[src/common/prr_pkg.sv]
// Constants shared by the pin route unit
package prr_pkg;
  // Register offsets
  localparam logic [2:0] PRR_OFS_EVENT = 3'h0;
  localparam logic [2:0] PRR_OFS_LOGIC = 3'h1;
  localparam logic [2:0] PRR_OFS_UART = 3'h2;
  localparam logic [2:0] PRR_OFS_SPI = 3'h3;
  localparam logic [2:0] PRR_OFS_WIDE = 3'h4;
  localparam logic [2:0] PRR_OFS_NARROW = 3'h5;
  // Reset value and writable bits
  localparam logic [7:0] PRR_RESET = 8'h00;
  localparam logic [7:0] PRR_MASK_EVENT = 8'h03;
  localparam logic [7:0] PRR_MASK_LOGIC = 8'h0f;
  localparam logic [7:0] PRR_MASK_UART = 8'h0f;
  localparam logic [7:0] PRR_MASK_SPI = 8'h03;
  localparam logic [7:0] PRR_MASK_WIDE = 8'h3f;
  localparam logic [7:0] PRR_MASK_NARROW = 8'h03;
  // Field positions
  localparam int PRR_UART0_LSB = 0;
  localparam int PRR_UART1_LSB = 2;
  localparam int PRR_SPI_LSB = 0;
  // Two-bit position codes
  localparam logic [1:0] PRR_CODE_DEFAULT = 2'h0;
  localparam logic [1:0] PRR_CODE_ALT = 2'h1;
  localparam logic [1:0] PRR_CODE_NONE = 2'h3;
  // Pin codes: port A at 0, port B at 8, port C at 16
  localparam logic [4:0] PRR_PA0 = 5'h00;
  localparam logic [4:0] PRR_PA1 = 5'h01;
  localparam logic [4:0] PRR_PA2 = 5'h02;
  localparam logic [4:0] PRR_PA3 = 5'h03;
  localparam logic [4:0] PRR_PA4 = 5'h04;
  localparam logic [4:0] PRR_PA5 = 5'h05;
  localparam logic [4:0] PRR_PA7 = 5'h07;
  localparam logic [4:0] PRR_PB0 = 5'h08;
  localparam logic [4:0] PRR_PB1 = 5'h09;
  localparam logic [4:0] PRR_PB2 = 5'h0a;
  localparam logic [4:0] PRR_PB3 = 5'h0b;
  localparam logic [4:0] PRR_PB4 = 5'h0c;
  localparam logic [4:0] PRR_PB5 = 5'h0d;
  localparam logic [4:0] PRR_PB6 = 5'h0e;
  localparam logic [4:0] PRR_PB7 = 5'h0f;
  localparam logic [4:0] PRR_PC0 = 5'h10;
  localparam logic [4:0] PRR_PC1 = 5'h11;
  localparam logic [4:0] PRR_PC2 = 5'h12;
  localparam logic [4:0] PRR_PC3 = 5'h13;
  localparam logic [4:0] PRR_PC4 = 5'h14;
  localparam logic [4:0] PRR_PC5 = 5'h15;
  // Number of pins and of driving sources
  localparam int PRR_PINS = 24;
  localparam int PRR_SRCS = 23;
endpackage : prr_pkg

[src/rtl/prr_pin_route_unit.sv]
// Peripheral pin route unit: routing registers and pin override logic
//
// The address-and-strobe port is this design's own decision.
`timescale 1ns/1ns
`default_nettype none

// Summary of operation
// - Event output B goes to PB2, or PB7 when its bit is set.
// - Event output A goes to PA2, or PA7 when its bit is set.
// - Table 3 output on PC4 or PA5; inputs fixed on PC0 to PC2.
// - Table 2 output on PB3 or PB6; inputs fixed on PB0 to PB2.
// - Table 1 output on PA7 or PC1; inputs fixed on PC3 to PC5.
// - Table 0 output on PA4 or PB4; inputs fixed on PA0 to PA2.
// - Second UART uses bits 3:2; default PA1-PA4, alternate PC2,PC1,PC0,PC3.
// - First UART uses bits 1:0; default PB2,PB3,PB1,PB0, alternate PA1-PA4.
// - UART code 3 disconnects all pins; code 2 is reserved.
// - SPI default PA1-PA4, alternate PC2,PC1,PC0,PC3, code 3 none, 2 reserved.
// - Six wide timer outputs each pick PB0-2/PA3-5 or PB3-5/PC3-5.
// - Second narrow timer output on PA3, or PC4 when bit 1 set.
// - First narrow timer output on PA5, or PC0 when bit 0 set.
// - Each setting enables, disables or moves a peripheral's pins.
module prr_pin_route_unit #(
  parameter int ADDR_W = 3
) (
  // Clock and reset
  input wire logic mclk,
  input wire logic rstn,
  // Register port
  input wire logic [ADDR_W-1:0] reg_addr,
  input wire logic [7:0] reg_wdata,
  input wire logic reg_wr,
  input wire logic reg_rd,
  output logic [7:0] reg_rdata_q,
  // Event outputs
  input wire logic [1:0] event_out_en,
  input wire logic [1:0] event_out,
  // Logic table outputs and inputs
  input wire logic [3:0] logic_table_en,
  input wire logic [3:0] logic_table_out,
  output logic [11:0] logic_table_in_q,
  // UARTs: index 0 first, 1 second
  input wire logic [1:0] uart_en,
  input wire logic [1:0] uart_txd,
  input wire logic [1:0] uart_clock_pin,
  input wire logic [1:0] uart_direction_pin,
  output logic [1:0] uart_rxd_q,
  // SPI host signals
  input wire logic spi_en,
  input wire logic spi_mosi,
  input wire logic spi_sck,
  input wire logic spi_ss_n,
  output logic spi_miso_q,
  // Timer waveform outputs
  input wire logic [5:0] wide_timer_en,
  input wire logic [5:0] wide_timer_wo,
  input wire logic [1:0] narrow_timer_en,
  input wire logic [1:0] narrow_timer_wo,
  // Pins: bits 7:0 port A, 15:8 port B, 23:16 port C
  input wire logic [prr_pkg::PRR_PINS-1:0] pin_in,
  output logic [prr_pkg::PRR_PINS-1:0] pin_ovr_q,
  output logic [prr_pkg::PRR_PINS-1:0] pin_val_q
);
  import prr_pkg::*;

  logic [7:0] ev_q, lt_q, ua_q, sp_q, wt_q, nt_q;
  logic [PRR_PINS-1:0] sync1_q, sync2_q;
  logic [PRR_PINS-1:0] ovr_d, val_d;
  logic [4:0] src_pin [PRR_SRCS];
  logic [PRR_SRCS-1:0] src_on, src_val;
  logic [1:0] ua0_code, ua1_code, sp_code;
  logic ua0_alt, ua1_alt, sp_alt;
  logic ua0_on, ua1_on, sp_on;
  logic [7:0] rd_mux;
  logic [2:0] a3;

  // Address truncated to the register index
  assign a3 = reg_addr[2:0];

  // Field decode of a two-bit code: connected only for default or alternate
  function automatic logic code_on(input logic [1:0] c);
    code_on = (c == PRR_CODE_DEFAULT) || (c == PRR_CODE_ALT);
  endfunction : code_on

  // Routing registers, cleared on reset, reserved bits masked
  always_ff @(posedge mclk)
  begin
    if (!rstn)
    begin
      ev_q <= PRR_RESET;
      lt_q <= PRR_RESET;
      ua_q <= PRR_RESET;
      sp_q <= PRR_RESET;
      wt_q <= PRR_RESET;
      nt_q <= PRR_RESET;
    end
    else if (reg_wr)
    begin
      if (a3 == PRR_OFS_EVENT) ev_q <= reg_wdata & PRR_MASK_EVENT;
      if (a3 == PRR_OFS_LOGIC) lt_q <= reg_wdata & PRR_MASK_LOGIC;
      if (a3 == PRR_OFS_UART) ua_q <= reg_wdata & PRR_MASK_UART;
      if (a3 == PRR_OFS_SPI) sp_q <= reg_wdata & PRR_MASK_SPI;
      if (a3 == PRR_OFS_WIDE) wt_q <= reg_wdata & PRR_MASK_WIDE;
      if (a3 == PRR_OFS_NARROW) nt_q <= reg_wdata & PRR_MASK_NARROW;
    end
  end

  // Read selection; unmapped indexes read zero
  assign rd_mux = (a3 == PRR_OFS_EVENT) ? ev_q :
                  (a3 == PRR_OFS_LOGIC) ? lt_q :
                  (a3 == PRR_OFS_UART) ? ua_q :
                  (a3 == PRR_OFS_SPI) ? sp_q :
                  (a3 == PRR_OFS_WIDE) ? wt_q :
                  (a3 == PRR_OFS_NARROW) ? nt_q : PRR_RESET;

  // Read data stands for one cycle after the strobe
  always_ff @(posedge mclk)
  begin
    if (!rstn)
      reg_rdata_q <= PRR_RESET;
    else if (reg_rd)
      reg_rdata_q <= rd_mux;
    else
      reg_rdata_q <= PRR_RESET;
  end

  // Two-flop synchroniser on the pin inputs
  always_ff @(posedge mclk)
  begin
    if (!rstn)
    begin
      sync1_q <= '0;
      sync2_q <= '0;
    end
    else
    begin
      sync1_q <= pin_in;
      sync2_q <= sync1_q;
    end
  end

  // Code fields; reserved code 2 behaves as not connected
  assign ua0_code = ua_q[PRR_UART0_LSB +: 2];
  assign ua1_code = ua_q[PRR_UART1_LSB +: 2];
  assign sp_code = sp_q[PRR_SPI_LSB +: 2];
  assign ua0_on = uart_en[0] && code_on(ua0_code);
  assign ua1_on = uart_en[1] && code_on(ua1_code);
  assign sp_on = spi_en && code_on(sp_code);
  assign ua0_alt = (ua0_code == PRR_CODE_ALT);
  assign ua1_alt = (ua1_code == PRR_CODE_ALT);
  assign sp_alt = (sp_code == PRR_CODE_ALT);

  // Event outputs
  assign src_pin[0] = ev_q[0] ? PRR_PA7 : PRR_PA2;
  assign src_pin[1] = ev_q[1] ? PRR_PB7 : PRR_PB2;
  assign src_on[1:0] = event_out_en;
  assign src_val[1:0] = event_out;

  // Wide timer waveform outputs
  assign src_pin[2] = wt_q[0] ? PRR_PB3 : PRR_PB0;
  assign src_pin[3] = wt_q[1] ? PRR_PB4 : PRR_PB1;
  assign src_pin[4] = wt_q[2] ? PRR_PB5 : PRR_PB2;
  assign src_pin[5] = wt_q[3] ? PRR_PC3 : PRR_PA3;
  assign src_pin[6] = wt_q[4] ? PRR_PC4 : PRR_PA4;
  assign src_pin[7] = wt_q[5] ? PRR_PC5 : PRR_PA5;
  assign src_on[7:2] = wide_timer_en;
  assign src_val[7:2] = wide_timer_wo;

  // Narrow timer waveform outputs
  assign src_pin[8] = nt_q[0] ? PRR_PC0 : PRR_PA5;
  assign src_pin[9] = nt_q[1] ? PRR_PC4 : PRR_PA3;
  assign src_on[9:8] = narrow_timer_en;
  assign src_val[9:8] = narrow_timer_wo;

  // Logic table outputs
  assign src_pin[10] = lt_q[0] ? PRR_PB4 : PRR_PA4;
  assign src_pin[11] = lt_q[1] ? PRR_PC1 : PRR_PA7;
  assign src_pin[12] = lt_q[2] ? PRR_PB6 : PRR_PB3;
  assign src_pin[13] = lt_q[3] ? PRR_PA5 : PRR_PC4;
  assign src_on[13:10] = logic_table_en;
  assign src_val[13:10] = logic_table_out;

  // SPI host outputs
  assign src_pin[14] = sp_alt ? PRR_PC2 : PRR_PA1;
  assign src_pin[15] = sp_alt ? PRR_PC0 : PRR_PA3;
  assign src_pin[16] = sp_alt ? PRR_PC3 : PRR_PA4;
  assign src_on[16:14] = {3{sp_on}};
  assign src_val[16:14] = {spi_ss_n, spi_sck, spi_mosi};

  // First UART outputs
  assign src_pin[17] = ua0_alt ? PRR_PA1 : PRR_PB2;
  assign src_pin[18] = ua0_alt ? PRR_PA3 : PRR_PB1;
  assign src_pin[19] = ua0_alt ? PRR_PA4 : PRR_PB0;
  assign src_on[19:17] = {3{ua0_on}};
  assign src_val[19:17] = {uart_direction_pin[0], uart_clock_pin[0], uart_txd[0]};

  // Second UART outputs
  assign src_pin[20] = ua1_alt ? PRR_PC2 : PRR_PA1;
  assign src_pin[21] = ua1_alt ? PRR_PC0 : PRR_PA3;
  assign src_pin[22] = ua1_alt ? PRR_PC3 : PRR_PA4;
  assign src_on[22:20] = {3{ua1_on}};
  assign src_val[22:20] = {uart_direction_pin[1], uart_clock_pin[1], uart_txd[1]};

  // Pin claim merge; a later source wins a shared pin
  always_comb
  begin
    ovr_d = '0;
    val_d = '0;
    for (int k = 0; k < PRR_SRCS; k++)
    begin
      if (src_on[k])
      begin
        ovr_d[src_pin[k]] = 1'b1;
        val_d[src_pin[k]] = src_val[k];
      end
    end
  end

  // Registered pin override and input returns to peripherals
  always_ff @(posedge mclk)
  begin
    if (!rstn)
    begin
      pin_ovr_q <= '0;
      pin_val_q <= '0;
      logic_table_in_q <= '0;
      uart_rxd_q <= 2'h3;
      spi_miso_q <= 1'b0;
    end
    else
    begin
      pin_ovr_q <= ovr_d;
      pin_val_q <= val_d;
      logic_table_in_q <= {sync2_q[PRR_PC0 +: 3], sync2_q[PRR_PB0 +: 3],
                           sync2_q[PRR_PC3 +: 3], sync2_q[PRR_PA0 +: 3]};
      uart_rxd_q[0] <= !ua0_on ? 1'b1 : (ua0_alt ? sync2_q[PRR_PA2] : sync2_q[PRR_PB3]);
      uart_rxd_q[1] <= !ua1_on ? 1'b1 : (ua1_alt ? sync2_q[PRR_PC1] : sync2_q[PRR_PA2]);
      spi_miso_q <= sp_on && (sp_alt ? sync2_q[PRR_PC1] : sync2_q[PRR_PA2]);
    end
  end

  // Checks on the routing behaviour
  AST_RESET_CLEAR: assert property (@(posedge mclk) !rstn |=> (ev_q == 8'h00) && (ua_q == 8'h00))
    else $error("routing register not cleared by reset");

  AST_EVB_PIN: assert property (@(posedge mclk) disable iff (!rstn)
    event_out_en[1] && !ev_q[1] && ($countones(src_on[22:2]) == 0)
    |=> pin_ovr_q[PRR_PB2] && (pin_val_q[PRR_PB2] == $past(event_out[1])))
    else $error("event output B not on its default pin");

  AST_EVA_ALT: assert property (@(posedge mclk) disable iff (!rstn)
    event_out_en[0] && ev_q[0] && ($countones(src_on[22:2]) == 0)
    |=> pin_ovr_q[PRR_PA7] && !pin_ovr_q[PRR_PA2])
    else $error("event output A not moved to its alternate pin");

  AST_LOGIC_TABLE_3_ALT: assert property (@(posedge mclk) disable iff (!rstn)
    lt_q[3] && logic_table_en[3]
    |=> pin_ovr_q[PRR_PA5] && (pin_val_q[PRR_PA5] == $past(logic_table_out[3])))
    else $error("table 3 output not on its alternate pin");

  AST_LOGIC_TABLE_2_DEF: assert property (@(posedge mclk) disable iff (!rstn)
    !lt_q[2] && logic_table_en[2]
    |=> pin_ovr_q[PRR_PB3] && (pin_val_q[PRR_PB3] == $past(logic_table_out[2])))
    else $error("table 2 output not on its default pin");

  AST_LOGIC_TABLE_1_DEF: assert property (@(posedge mclk) disable iff (!rstn)
    !lt_q[1] && logic_table_en[1]
    |=> pin_ovr_q[PRR_PA7] && (pin_val_q[PRR_PA7] == $past(logic_table_out[1])))
    else $error("table 1 output not on its default pin");

  AST_UART_NONE: assert property (@(posedge mclk) disable iff (!rstn)
    (ua0_code == PRR_CODE_NONE) |=> (uart_rxd_q[0] == 1'b1))
    else $error("disconnected first UART still sees a pin");

  AST_UART1_RX: assert property (@(posedge mclk) disable iff (!rstn)
    uart_en[1] && (ua1_code == PRR_CODE_ALT) |=> (uart_rxd_q[1] == $past(sync2_q[PRR_PC1])))
    else $error("second UART receive not taken from alternate pin");

  AST_SPI_OFF: assert property (@(posedge mclk) disable iff (!rstn)
    (sp_code == PRR_CODE_NONE) ##1 (sp_code == PRR_CODE_NONE) |-> !spi_miso_q)
    else $error("disconnected SPI still sees a pin");

  AST_WIDE_ALT: assert property (@(posedge mclk) disable iff (!rstn)
    wt_q[5] && wide_timer_en[5] && !src_on[13] && !nt_q[1] |=> pin_ovr_q[PRR_PC5])
    else $error("wide timer output 5 not on alternate pin");

  AST_NARROW_DEF: assert property (@(posedge mclk) disable iff (!rstn)
    !nt_q[0] && narrow_timer_en[0] && !(logic_table_en[3] && lt_q[3])
    |=> pin_ovr_q[PRR_PA5] && (pin_val_q[PRR_PA5] == $past(narrow_timer_wo[0])))
    else $error("first narrow timer output not on its default pin");

  AST_NARROW2_ALT: assert property (@(posedge mclk) disable iff (!rstn)
    nt_q[1] && narrow_timer_en[1] && !(logic_table_en[3] && !lt_q[3])
    |=> pin_ovr_q[PRR_PC4] && (pin_val_q[PRR_PC4] == $past(narrow_timer_wo[1])))
    else $error("second narrow timer output not on its alternate pin");

  AST_FREE_PIN: assert property (@(posedge mclk) disable iff (!rstn)
    (src_on == '0) |=> (pin_ovr_q == '0))
    else $error("pin overridden with no claiming source");

  AST_READBACK: assert property (@(posedge mclk) disable iff (!rstn)
    reg_wr && (a3 == PRR_OFS_SPI) ##1 reg_rd && (a3 == PRR_OFS_SPI)
    |=> (reg_rdata_q == ($past(reg_wdata, 2) & PRR_MASK_SPI)))
    else $error("routing register read back wrong");
endmodule : prr_pin_route_unit

`default_nettype wire

[config.mk]
export PLATFORM = sky130hd
export DESIGN_NAME = prr_pin_route_unit
export DESIGN_NICKNAME = d
export VERILOG_FILES = /design/src/common/prr_pkg.sv /design/src/rtl/prr_pin_route_unit.sv
export SDC_FILE = /design/constraint.sdc
export NUM_CORES = 1
export LEC_CHECK = 0
export BUFFER_PORTS_ARGS = -buffer_cell sky130_fd_sc_hd__buf_2
export CAP_MARGIN = 20
export CORE_UTILIZATION = 40
export DETAILED_ROUTE_END_ITERATION = 10
export PLACE_DENSITY = 0.8
export REMOVE_ABC_BUFFERS = 1
export SYNTH_ARGS = -nofsm -noshare
export SYNTH_HDL_FRONTEND = slang
export SYNTH_SLANG_ARGS = --single-unit
[constraint.sdc]
create_clock -name mclk -period 2.42 [get_ports mclk]
set_clock_uncertainty 0.15 [all_clocks]
set_input_delay 0.121 -clock mclk [delete_from_list [all_inputs] [get_ports mclk]]
set_output_delay 0.121 -clock mclk [all_outputs]
set_load 0.05 [all_outputs]
==> impl_metrics.toml, run 1 <==
[synth]
syn_area_um2 = 3840
postSynthRegisterBits = 107
synth.top_cells.by_area = "sky130_fd_sc_hd__dfxtp_1 56%, sky130_fd_sc_hd__mux2i_1 8.3%, sky130_fd_sc_hd__and2_1 7.3%"
synth_cell_type_count = 45
number_of_synthesis_warnings = 0
synthCells = 377
syn_area_per_cell_um2 = 10.2
library_cell_with_the_largest_summed_area_after_synthesis = "sky130_fd_sc_hd__dfxtp_1"
synth.yosys.seq_area_share_pct = 55.8
yosys.area.top_type_share_pct = 55.8

[cts]
clkLatencyLatePin_ns = 0.37
tritoncts = "yes"
numCtsBuffers = 9
cts_root_buf = "sky130_fd_sc_hd__clkbuf_8"
clock_tree.htree_level_count = 3
clk_pin_slew_worst_paths_ns = 0.11
cts_num_sinks = 107
cts_max_path_buffers = 2

[cells_and_area]
commonest_cells_after_routing_fill_and_taps_aside = "126 x sky130_fd_sc_hd__buf_2, 107 x sky130_fd_sc_hd__dfxtp_1, 67 x sky130_fd_sc_hd__dlygate4sd3_1, 45 x sky130_fd_sc_hd__and2_1, 36 x sky130_fd_sc_hd__nor2_1"
stdcell_area_um2 = 5390
synthToLayoutAreaGrowth_pct = 40.6
layout.nets = 646
final_layout_size_suffix_gt1_share_pct = 26.9
final_cells = 701
final.fill_count = 826
antenna_diodes = 0
layout.cells.most_common = "sky130_fd_sc_hd__buf_2"

[floorplan]
design.die.area_um2 = 9990
initial_utilization_pct = 41.3
floorplan.core_area_um2 = 9280
rows = 35
die_w_um = 99.9
boundaryPins = 150
floorplan.die.height_um = 99.9

[critical_path]
startpoint_type = "flop"
crit_required_ns = 2.58
cp_capture_type = "flop"
worst_setup_path_type = "flop to flop"
maximum_fanout_count_along_the_critical_path = 5
critPathArrivalTime_ns = 2.39
reg2reg_slack_ns = 0.19

[placed_design]
gpl.final_weighted_congestion = 0.831
placedInstanceArea_um2 = 4530
dp_hpwl_mm = 6.47
placement.io_buffers = 126
cell_count_post_placement = 618

[detailed_routing]
route.antenna.remaining_nets = 0
via_per_inst = 4.61
detail_route.drc_violations = 0
drt-initial-drc-count = 87
detail_route.wirelength_mm = 9.79
vias = 3234
detail_route.first_pass.iterations = 4
detail_routed_net_length_per_standard_cell_um = 14.0

[power_and_ir_drop]
power.ir.vdd_worst_mv = 0.304
powerDensity_nw_per_um2 = 638
static-leakage-power_uw = 0.00251
post-layout-total-power_uw = 3440

[sta]
slew_hr_pct = 59.2
worst_pin_slew_ns = 0.609
timing.fmax_mhz = 449
timing.final.hold_violations = 0
final.period_utilization_pct = 92.1
period_minus_slack_ns = 2.23
maxSlewViolCount = 0
timing.final.setup_violations = 0
fin_setup_tns_ns = 0
unrepaired_setup_endpoints_after_global_routing = "false"

[global_routing]
via_count_of_the_first_global_routing_pass = 3166
overflow = 0
maximum_number_of_pins_on_one_net_before_global_route_repair = 40
initial_antenna_violation_count = 0
grt_first_pass_wirelength_mm = 15.5
groute.usage.overall_pct = 20.3

[flow_run]
max_cap_viol_count = 0

[hold_path]
min-delay-path-class = "primary input to flop"

[status]
run_status = "completed"
-- cells in the mapped netlist --
cell type                   number
sky130_fd_sc_hd__o21ai_0         8
sky130_fd_sc_hd__a2bb2oi_1       2
sky130_fd_sc_hd__nand2b_4        1
sky130_fd_sc_hd__a21boi_0        1
sky130_fd_sc_hd__nor3_2          2
sky130_fd_sc_hd__nor3b_2         1
sky130_fd_sc_hd__nand4_1         2
sky130_fd_sc_hd__nor2b_1        12
sky130_fd_sc_hd__mux2i_1        32
sky130_fd_sc_hd__a221oi_1        2
sky130_fd_sc_hd__nor2_1         36
sky130_fd_sc_hd__buf_6           1
sky130_fd_sc_hd__a21oi_1        22
sky130_fd_sc_hd__nand4b_1        2
sky130_fd_sc_hd__nand3b_1        5
sky130_fd_sc_hd__nor3b_1         3
sky130_fd_sc_hd__and2_1         45
sky130_fd_sc_hd__or3_1           1
sky130_fd_sc_hd__buf_2           5
sky130_fd_sc_hd__nor3_1          7
sky130_fd_sc_hd__nor3b_4         1
sky130_fd_sc_hd__inv_2           1
sky130_fd_sc_hd__nor2_4          1
sky130_fd_sc_hd__and3_1          8
sky130_fd_sc_hd__nor4_1          2
sky130_fd_sc_hd__dfxtp_1       107
sky130_fd_sc_hd__clkbuf_1        6
sky130_fd_sc_hd__a31oi_1         1
sky130_fd_sc_hd__or3b_2          1
sky130_fd_sc_hd__or3b_4          1
sky130_fd_sc_hd__nand2b_1        5
sky130_fd_sc_hd__a211o_1         2
sky130_fd_sc_hd__clkbuf_2        1
sky130_fd_sc_hd__a2111oi_2       1
sky130_fd_sc_hd__a41oi_1         1
sky130_fd_sc_hd__inv_1           7
sky130_fd_sc_hd__nand2_1        17
sky130_fd_sc_hd__conb_1          1
sky130_fd_sc_hd__a311oi_1        2
sky130_fd_sc_hd__nand3_1         4
sky130_fd_sc_hd__a211oi_1        3
sky130_fd_sc_hd__buf_1           2
sky130_fd_sc_hd__o31ai_1         1
sky130_fd_sc_hd__buf_4          10
sky130_fd_sc_hd__nor4b_1         1
-- logic make-up after synthesis --
family	Yosys count	synth area share, %
AO/OA/AOI/OAI	46	7.50
buffers and inverters	33	4.60
flip-flops	107	55.8
multiplexers	32	8.35
other	1	0.0978
AND/OR/NAND/NOR	158	23.6
-- power by group --
group          internal, µW  switching, µW
Sequential             1820           22.0
Combinational           201            325
Clock                   423            643
Total                  2450            990
-- worst max-delay path, stage by stage (launching register included) --
cell and delay (ns):
sky130_fd_sc_hd__dfxtp_1 0.43, sky130_fd_sc_hd__nand2b_1 0.18, sky130_fd_sc_hd__nor2_1 0.06, sky130_fd_sc_hd__dlygate4sd3_1 0.57
sky130_fd_sc_hd__a311oi_1 0.23, sky130_fd_sc_hd__dlygate4sd3_1 0.57
-- timing repair --
| item | in CTS | in global routing |
|---|---|---|
| hold buffers | 67 | 0 |
| setup buffers | 0 | 0 |
| endpoints found under the hold margin | 75 | 0 |
| resized for setup | 0 | 0 |
-- layer usage --
metal	GRT usage, %	part of all wire, %	vias up
met4	9.84	2.2	0
met5	0	0	-
met3	2.30	4.5	13
met1	25.0	45	1483
met2	35.3	48	108
li1	-	-	1630
-- cell type report --
cell class                      count  area, µm²  share of cell area, %
Sequential cell                   107       2140                   39.7
Clock inverter                      6       53.8                  0.998
Multi-Input combinational cell    246       1550                   28.8
Tap cell                          129        161                   2.99
Timing Repair Buffer              195       1320                   24.4
Clock buffer                       10        138                   2.55
Inverter                            8       30.0                  0.557
-- through the flow --
step	setup slack, ns	utilization [%]	hold slack, ns
2_1_floorplan	1.06	-	0.0581
3_3_place_gp	0.921	48.8	0.176
3_5_place_dp	0.874	48.8	0.180
4_1_cts	0.226	58.1	0.000100
5_1_grt	0.0985	58.1	0.0102
6_report	0.191	58.1	0.00348
-- path summary, 6_finish.rpt --
check | from | endpoint | cells past startpoint
min | uart_txd[0] | pin_val_q[10]$_SDFF_PN0_ | 4
max | lt_q[3]$_SDFFE_PN0P_ | pin_val_q[20]$_SDFF_PN0_ | 5
max reg2reg | lt_q[3]$_SDFFE_PN0P_ | pin_val_q[20]$_SDFF_PN0_ | 5
min reg2reg | sync2_q[16]$_SDFF_PN0_ | logic_table_in_q[9]$_SDFF_PN0_ | 1
-- flip-flops by register name (all words and copies together) (netlist names), 2 cells and up --
| name | count |
|---|---|
| ua_q | 4 |
| pin_val_q | 20 |
| wt_q | 6 |
| nt_q | 2 |
| logic_table_in_q | 12 |
| pin_ovr_q | 20 |
| sync2_q | 13 |
| sp_q | 2 |
| sync1_q | 13 |
| ev_q | 2 |
| uart_rxd_q | 2 |
| lt_q | 4 |
| reg_rdata_q | 6 |
Note: power is estimated with default switching activity, not from simulation.
==> inputs of run 2 (changes only) <==
- RECOVER_POWER: not set -> 100
==> impl_metrics.toml, run 2 (same netlist as run 1, synthesis figures left out) <==
[status]
run_status = "finished with violations"
violations = "negative hold slack"

[cells_and_area]
final_design_utilization_pct = 56.6
final_cells = 701
layout.nets = 646
final_layout_size_suffix_gt1_share_pct = 13.1
synthToLayoutAreaGrowth_pct = 37.0
biggestRegsByFlops = "pin_ovr_q x20, pin_val_q x20"
antenna_diodes = 0
commonest_cells_after_routing_fill_and_taps_aside = "107 x sky130_fd_sc_hd__dfxtp_1, 71 x sky130_fd_sc_hd__clkbuf_1, 67 x sky130_fd_sc_hd__dlygate4sd3_1, 56 x sky130_fd_sc_hd__buf_2, 37 x sky130_fd_sc_hd__nor2_1"
layout.cells.most_common = "sky130_fd_sc_hd__dfxtp_1"

[global_routing]
initial_antenna_violation_count = 0
overflow = 0
maximum_number_of_pins_on_one_net_before_global_route_repair = 40
groute.usage.overall_pct = 20.3
via_count_of_the_first_global_routing_pass = 3166
grt_first_pass_wirelength_mm = 15.5

[critical_path]
r2r_start = "lt_q[3]$_SDFFE_PN0P_"
reg2reg_to = "pin_val_q[20]$_SDFF_PN0_"
worst_setup_path_type = "flop to flop"
critPathArrivalTime_ns = 2.38
reg2reg_slack_ns = 0.20
reg2reg_depth = 5
cp_capture_type = "flop"
maximum_fanout_count_along_the_critical_path = 5
startpoint_type = "flop"
crit_required_ns = 2.58

[sta]
timing.fmax_mhz = 450
fin_hold_ws_ns = -0.0118
timing.final.hold_violations = 1
unrepaired_setup_endpoints_after_global_routing = "false"
timing.final.setup_violations = 0
period_minus_slack_ns = 2.22
worst_pin_slew_ns = 1.12
slew_hr_pct = 25.0
final.period_utilization_pct = 91.9
maxSlewViolCount = 0
fin_setup_tns_ns = 0

[floorplan]
initial_utilization_pct = 41.3
die_w_um = 99.9
design.die.area_um2 = 9990
floorplan.core_area_um2 = 9280
boundaryPins = 150
rows = 35
floorplan.die.height_um = 99.9

[flow_run]
max_cap_viol_count = 0

[cts]
clkLatencyLatePin_ns = 0.36
cts_num_sinks = 107
clock_tree.htree_level_count = 3
cts_root_buf = "sky130_fd_sc_hd__clkbuf_8"
cts_setup_buffers = 0
numCtsBuffers = 9
number_of_gates_resized_after_cts = 0
clk_pin_slew_worst_paths_ns = 0.10
number_of_hold_repair_buffers_added_at_the_cts_stage = 67
tritoncts = "yes"
cts_max_path_buffers = 2

[power_and_ir_drop]
powerDensity_nw_per_um2 = 650
power.internal_uw = 2430
power.ir.vdd_worst_mv = 0.302
p_seq_share_pct = 54.1
post-layout-total-power_uw = 3410
pwr-share-clk_pct = 31.1
netSwitchingFraction_pct = 28.8
combinational_fraction_of_design_power_pct = 14.8
static-leakage-power_uw = 0.00220
switching_power_uw = 984

[detailed_routing]
detail_routed_net_length_per_standard_cell_um = 13.9
route.antenna.remaining_nets = 0
detail_route.first_pass.iterations = 5
vias = 3241
via_per_inst = 4.62
detail_route.drc_violations = 0
drt-initial-drc-count = 81
detail_route.wirelength_mm = 9.75

[placed_design]
gpl.final_weighted_congestion = 0.831
cell_count_post_placement = 618
dp_hpwl_mm = 6.47
placement.io_buffers = 126

[hold_path]
hp-start = "spi_ss_n"
whs_endpoint = "pin_val_q[19]$_SDFF_PN0_"
min-delay-path-class = "primary input to flop"
whs_path_depth = 3
-- run 2: changes by cell type in the layout (fill, tap and decap cells not counted), moves of 2 or more --
cell / change
sky130_fd_sc_hd__clkbuf_1: +71
sky130_fd_sc_hd__buf_2: -70
sky130_fd_sc_hd__and2_0: +22
sky130_fd_sc_hd__and2_1: -22
sky130_fd_sc_hd__nor3b_1: +2
-- run 2: area by class of cell --
cell class | count | area [µm²]
Clock buffer | 10 | 138
Clock inverter | 6 | 53.8
Fill cell | 875 | 4030
Inverter | 8 | 30.0
Multi-Input combinational cell | 246 | 1510
Sequential cell | 107 | 2140
Tap cell | 129 | 161
Timing Repair Buffer | 195 | 1220
-- run 2: worst max-delay path by stage --
stage	start	endpoint	slack, ns
2_1_floorplan	sp_q[0]$_SDFFE_PN0P_	pin_val_q[1]$_SDFF_PN0_	1.06
3_3_place_gp	ua_q[0]$_SDFFE_PN0P_	pin_val_q[10]$_SDFF_PN0_	0.92
3_5_place_dp	ua_q[2]$_SDFFE_PN0P_	pin_val_q[19]$_SDFF_PN0_	0.87
4_1_cts	lt_q[3]$_SDFFE_PN0P_	pin_val_q[20]$_SDFF_PN0_	0.23
5_1_grt	rstn	pin_val_q[14]$_SDFF_PN0_	0.05
6_report	lt_q[3]$_SDFFE_PN0P_	pin_val_q[20]$_SDFF_PN0_	0.20
-- run 2: critical path, stage by stage, from the launching register on --
cell and delay [ns]:
sky130_fd_sc_hd__dfxtp_1 0.43, sky130_fd_sc_hd__nand2b_1 0.18, sky130_fd_sc_hd__nor2_1 0.06, sky130_fd_sc_hd__dlygate4sd3_1 0.57, sky130_fd_sc_hd__a311oi_1 0.23, sky130_fd_sc_hd__dlygate4sd3_1 0.57
-- run 2: power groups by stage --
| stage | clock (µW) | combinational [µW] | sequential, µW |
|---|---|---|---|
| 6_report | 1060 | 505 | 1850 |
| 5_1_grt | 1160 | 542 | 1850 |
| 4_1_cts | 1090 | 522 | 1850 |
| 3_5_place_dp | 0 | 443 | 1890 |
| 3_3_place_gp | 0 | 437 | 1880 |
| 2_1_floorplan | 0 | 156 | 2010 |
-- run 2: routing by layer --
metal	routed length (µm)	vias up	global-route usage, %
li1	-	1633	-
met1	4420	1493	25.0
met2	4720	102	35.3
met3	393	13	2.30
met4	210	0	9.84
met5	0	-	0
-- run 2: per-stage QoR --
step / hold slack, ns / cell area (µm²) / setup WS (ns)
floorplan: 0.0581 / 3720 / 1.06
global placement: 0.176 / 4530 / 0.921
detailed placement: 0.180 / 4530 / 0.874
CTS: 0.000100 / 5390 / 0.226
global route: 0.0174 / 5260 / 0.0541
finish: -0.0118 / 5260 / 0.197
==> inputs of run 3 (changes only) <==
- CORE_MARGIN: not set -> 5
- CTS_BUF_LIST: not set -> sky130_fd_sc_hd__clkbuf_4
==> impl_metrics.toml, run 3 (same netlist as run 1, synthesis figures left out) <==
[status]
run_status = "completed"

[detailed_routing]
drt-initial-drc-count = 201
vias = 3422
route.antenna.remaining_nets = 0
via_per_inst = 4.73
detail_routed_net_length_per_standard_cell_um = 14.6
detail_route.drc_violations = 0
detail_route.wirelength_mm = 10.6
detail_route.first_pass.iterations = 4

[global_routing]
maximum_number_of_pins_on_one_net_before_global_route_repair = 40
via_count_of_the_first_global_routing_pass = 3554
initial_antenna_violation_count = 0
overflow = 0
grt_first_pass_wirelength_mm = 16.9
groute.usage.overall_pct = 18.6

[critical_path]
reg2reg_depth = 4
sum_of_buffers_and_inverters_on_the_critical_path = 4
worst_setup_path_type = "primary input to flop"
startpoint_type = "primary input"
crit_required_ns = 2.66
timing.critical_path.slowest_cell_delay_ns = 0.57
worstPathCellList = "dlygate4sd3_1 -> buf_2 -> nand2_1 -> dlygate4sd3_1 -> nor2_1 -> and2_0 -> dlygate4sd3_1"
maximum_fanout_count_along_the_critical_path = 20
critPathArrivalTime_ns = 2.43
cp_capture_type = "flop"
critical_path.most_common_cell = "sky130_fd_sc_hd__dlygate4sd3_1"
crit_slowest_cell = "sky130_fd_sc_hd__dlygate4sd3_1"
cp.depth = 7
cp_top_family = "buffers and inverters"

[cells_and_area]
biggestRegsByFlops = "pin_ovr_q x20, pin_val_q x20"
final_design_utilization_pct = 58.4
synthToLayoutAreaGrowth_pct = 41.3
layout.cells.most_common = "sky130_fd_sc_hd__dfxtp_1"
final_layout_size_suffix_gt1_share_pct = 14.0
layout.nets = 667
commonest_cells_after_routing_fill_and_taps_aside = "107 x sky130_fd_sc_hd__dfxtp_1, 88 x sky130_fd_sc_hd__dlygate4sd3_1, 63 x sky130_fd_sc_hd__buf_2, 63 x sky130_fd_sc_hd__clkbuf_1, 37 x sky130_fd_sc_hd__nor2_1"
final.fill_count = 833

[cts]
numCtsBuffers = 9
cts_root_buf = "sky130_fd_sc_hd__clkbuf_4"
clkLatencyLatePin_ns = 0.45
number_of_gates_resized_after_cts = 0
clock_tree.htree_level_count = 3
tritoncts = "yes"
cts_num_sinks = 107
clk_pin_slew_worst_paths_ns = 0.17
cts_max_path_buffers = 2

[floorplan]
floorplan.die.height_um = 108
floorplan.core_area_um2 = 9280
initial_utilization_pct = 41.3
design.die.area_um2 = 11600
rows = 35
boundaryPins = 150
die_w_um = 108

[flow_run]
max_cap_viol_count = 0

[sta]
maxSlewViolCount = 0
period_minus_slack_ns = 2.19
timing.final.hold_violations = 0
fin_setup_tns_ns = 0
timing.final.setup_violations = 0
slew_hr_pct = 26.7
setup_slack_ns = 0.232
unrepaired_setup_endpoints_after_global_routing = "false"
worst_pin_slew_ns = 1.10
final.period_utilization_pct = 90.4
timing.fmax_mhz = 457

[power_and_ir_drop]
power.ir.vdd_worst_mv = 0.337
powerDensity_nw_per_um2 = 596
static-leakage-power_uw = 0.00230

[hold_path]
min-delay-path-class = "primary input to flop"
whs_path_depth = 4

[placed_design]
placement.io_buffers = 126
preCtsSetupSlack_ns = 0.867
gpl.final_weighted_congestion = 0.854
dp_hpwl_mm = 7.06
[run 3: report_power, final]
| group | switching [µW] | internal, µW |
|---|---|---|
| combinational | 329 | 202 |
| sequential | 23.3 | 1830 |
| clock | 604 | 248 |
[run 3: per-stage QoR]
step,instance area [µm²],instances,hold slack (ns),power [µW]
after global routing,5420,722,0.111,3390
after detailed placement,4530,618,0.180,2330
after floorplan,3720,361,0.0581,2170
final,5420,723,0.0595,3230
after CTS,5540,722,0.0424,3280
after global placement,4530,618,0.176,2320
[run 3: final timing paths]
| path | from | endpoint | slack, ns |
|---|---|---|---|
| hold reg to reg | sync1_q[18]$_SDFF_PN0_ | sync2_q[18]$_SDFF_PN0_ | 0.29 |
| hold / removal | logic_table_en[0] | pin_ovr_q[4]$_SDFF_PN0_ | 0.06 |
| setup reg to reg | nt_q[1]$_SDFFE_PN0P_ | pin_val_q[20]$_SDFF_PN0_ | 0.25 |
| setup / recovery | rstn | pin_val_q[2]$_SDFF_PN0_ | 0.23 |
[run 3: area by class of cell]
class	count	area (µm²)	area share (%)
Inverter	8	30.0	0.554
Clock inverter	6	57.6	1.06
Tap cell	129	161	2.98
Clock buffer	10	75.1	1.38
Sequential cell	107	2140	39.5
Antenna cell	1	2.50	0.0462
Multi-Input combinational cell	246	1510	27.8
Timing Repair Buffer	216	1450	26.7
[run 3: timing repair]
action / CTS / global route
endpoints found under the hold margin: 85 / 0
hold buffers: 88 / 0
buffers inserted: 0 / 0
[run 3: worst min-delay path, delay by kind of cell]
family	cells	cell delay [ns]
AND/OR/NAND/NOR	2	0.23
AO/OA/AOI/OAI	1	0.18
buffers and inverters	1	0.11
[run 3: routing by layer]
layer | track usage, % | vias up | share of wire, %
met3 | 3.82 | 33 | 6.0
met5 | 0 | - | 0
met1 | 20.9 | 1567 | 41
met4 | 9.65 | 0 | 3.7
met2 | 33.1 | 138 | 50
li1 | - | 1684 | -
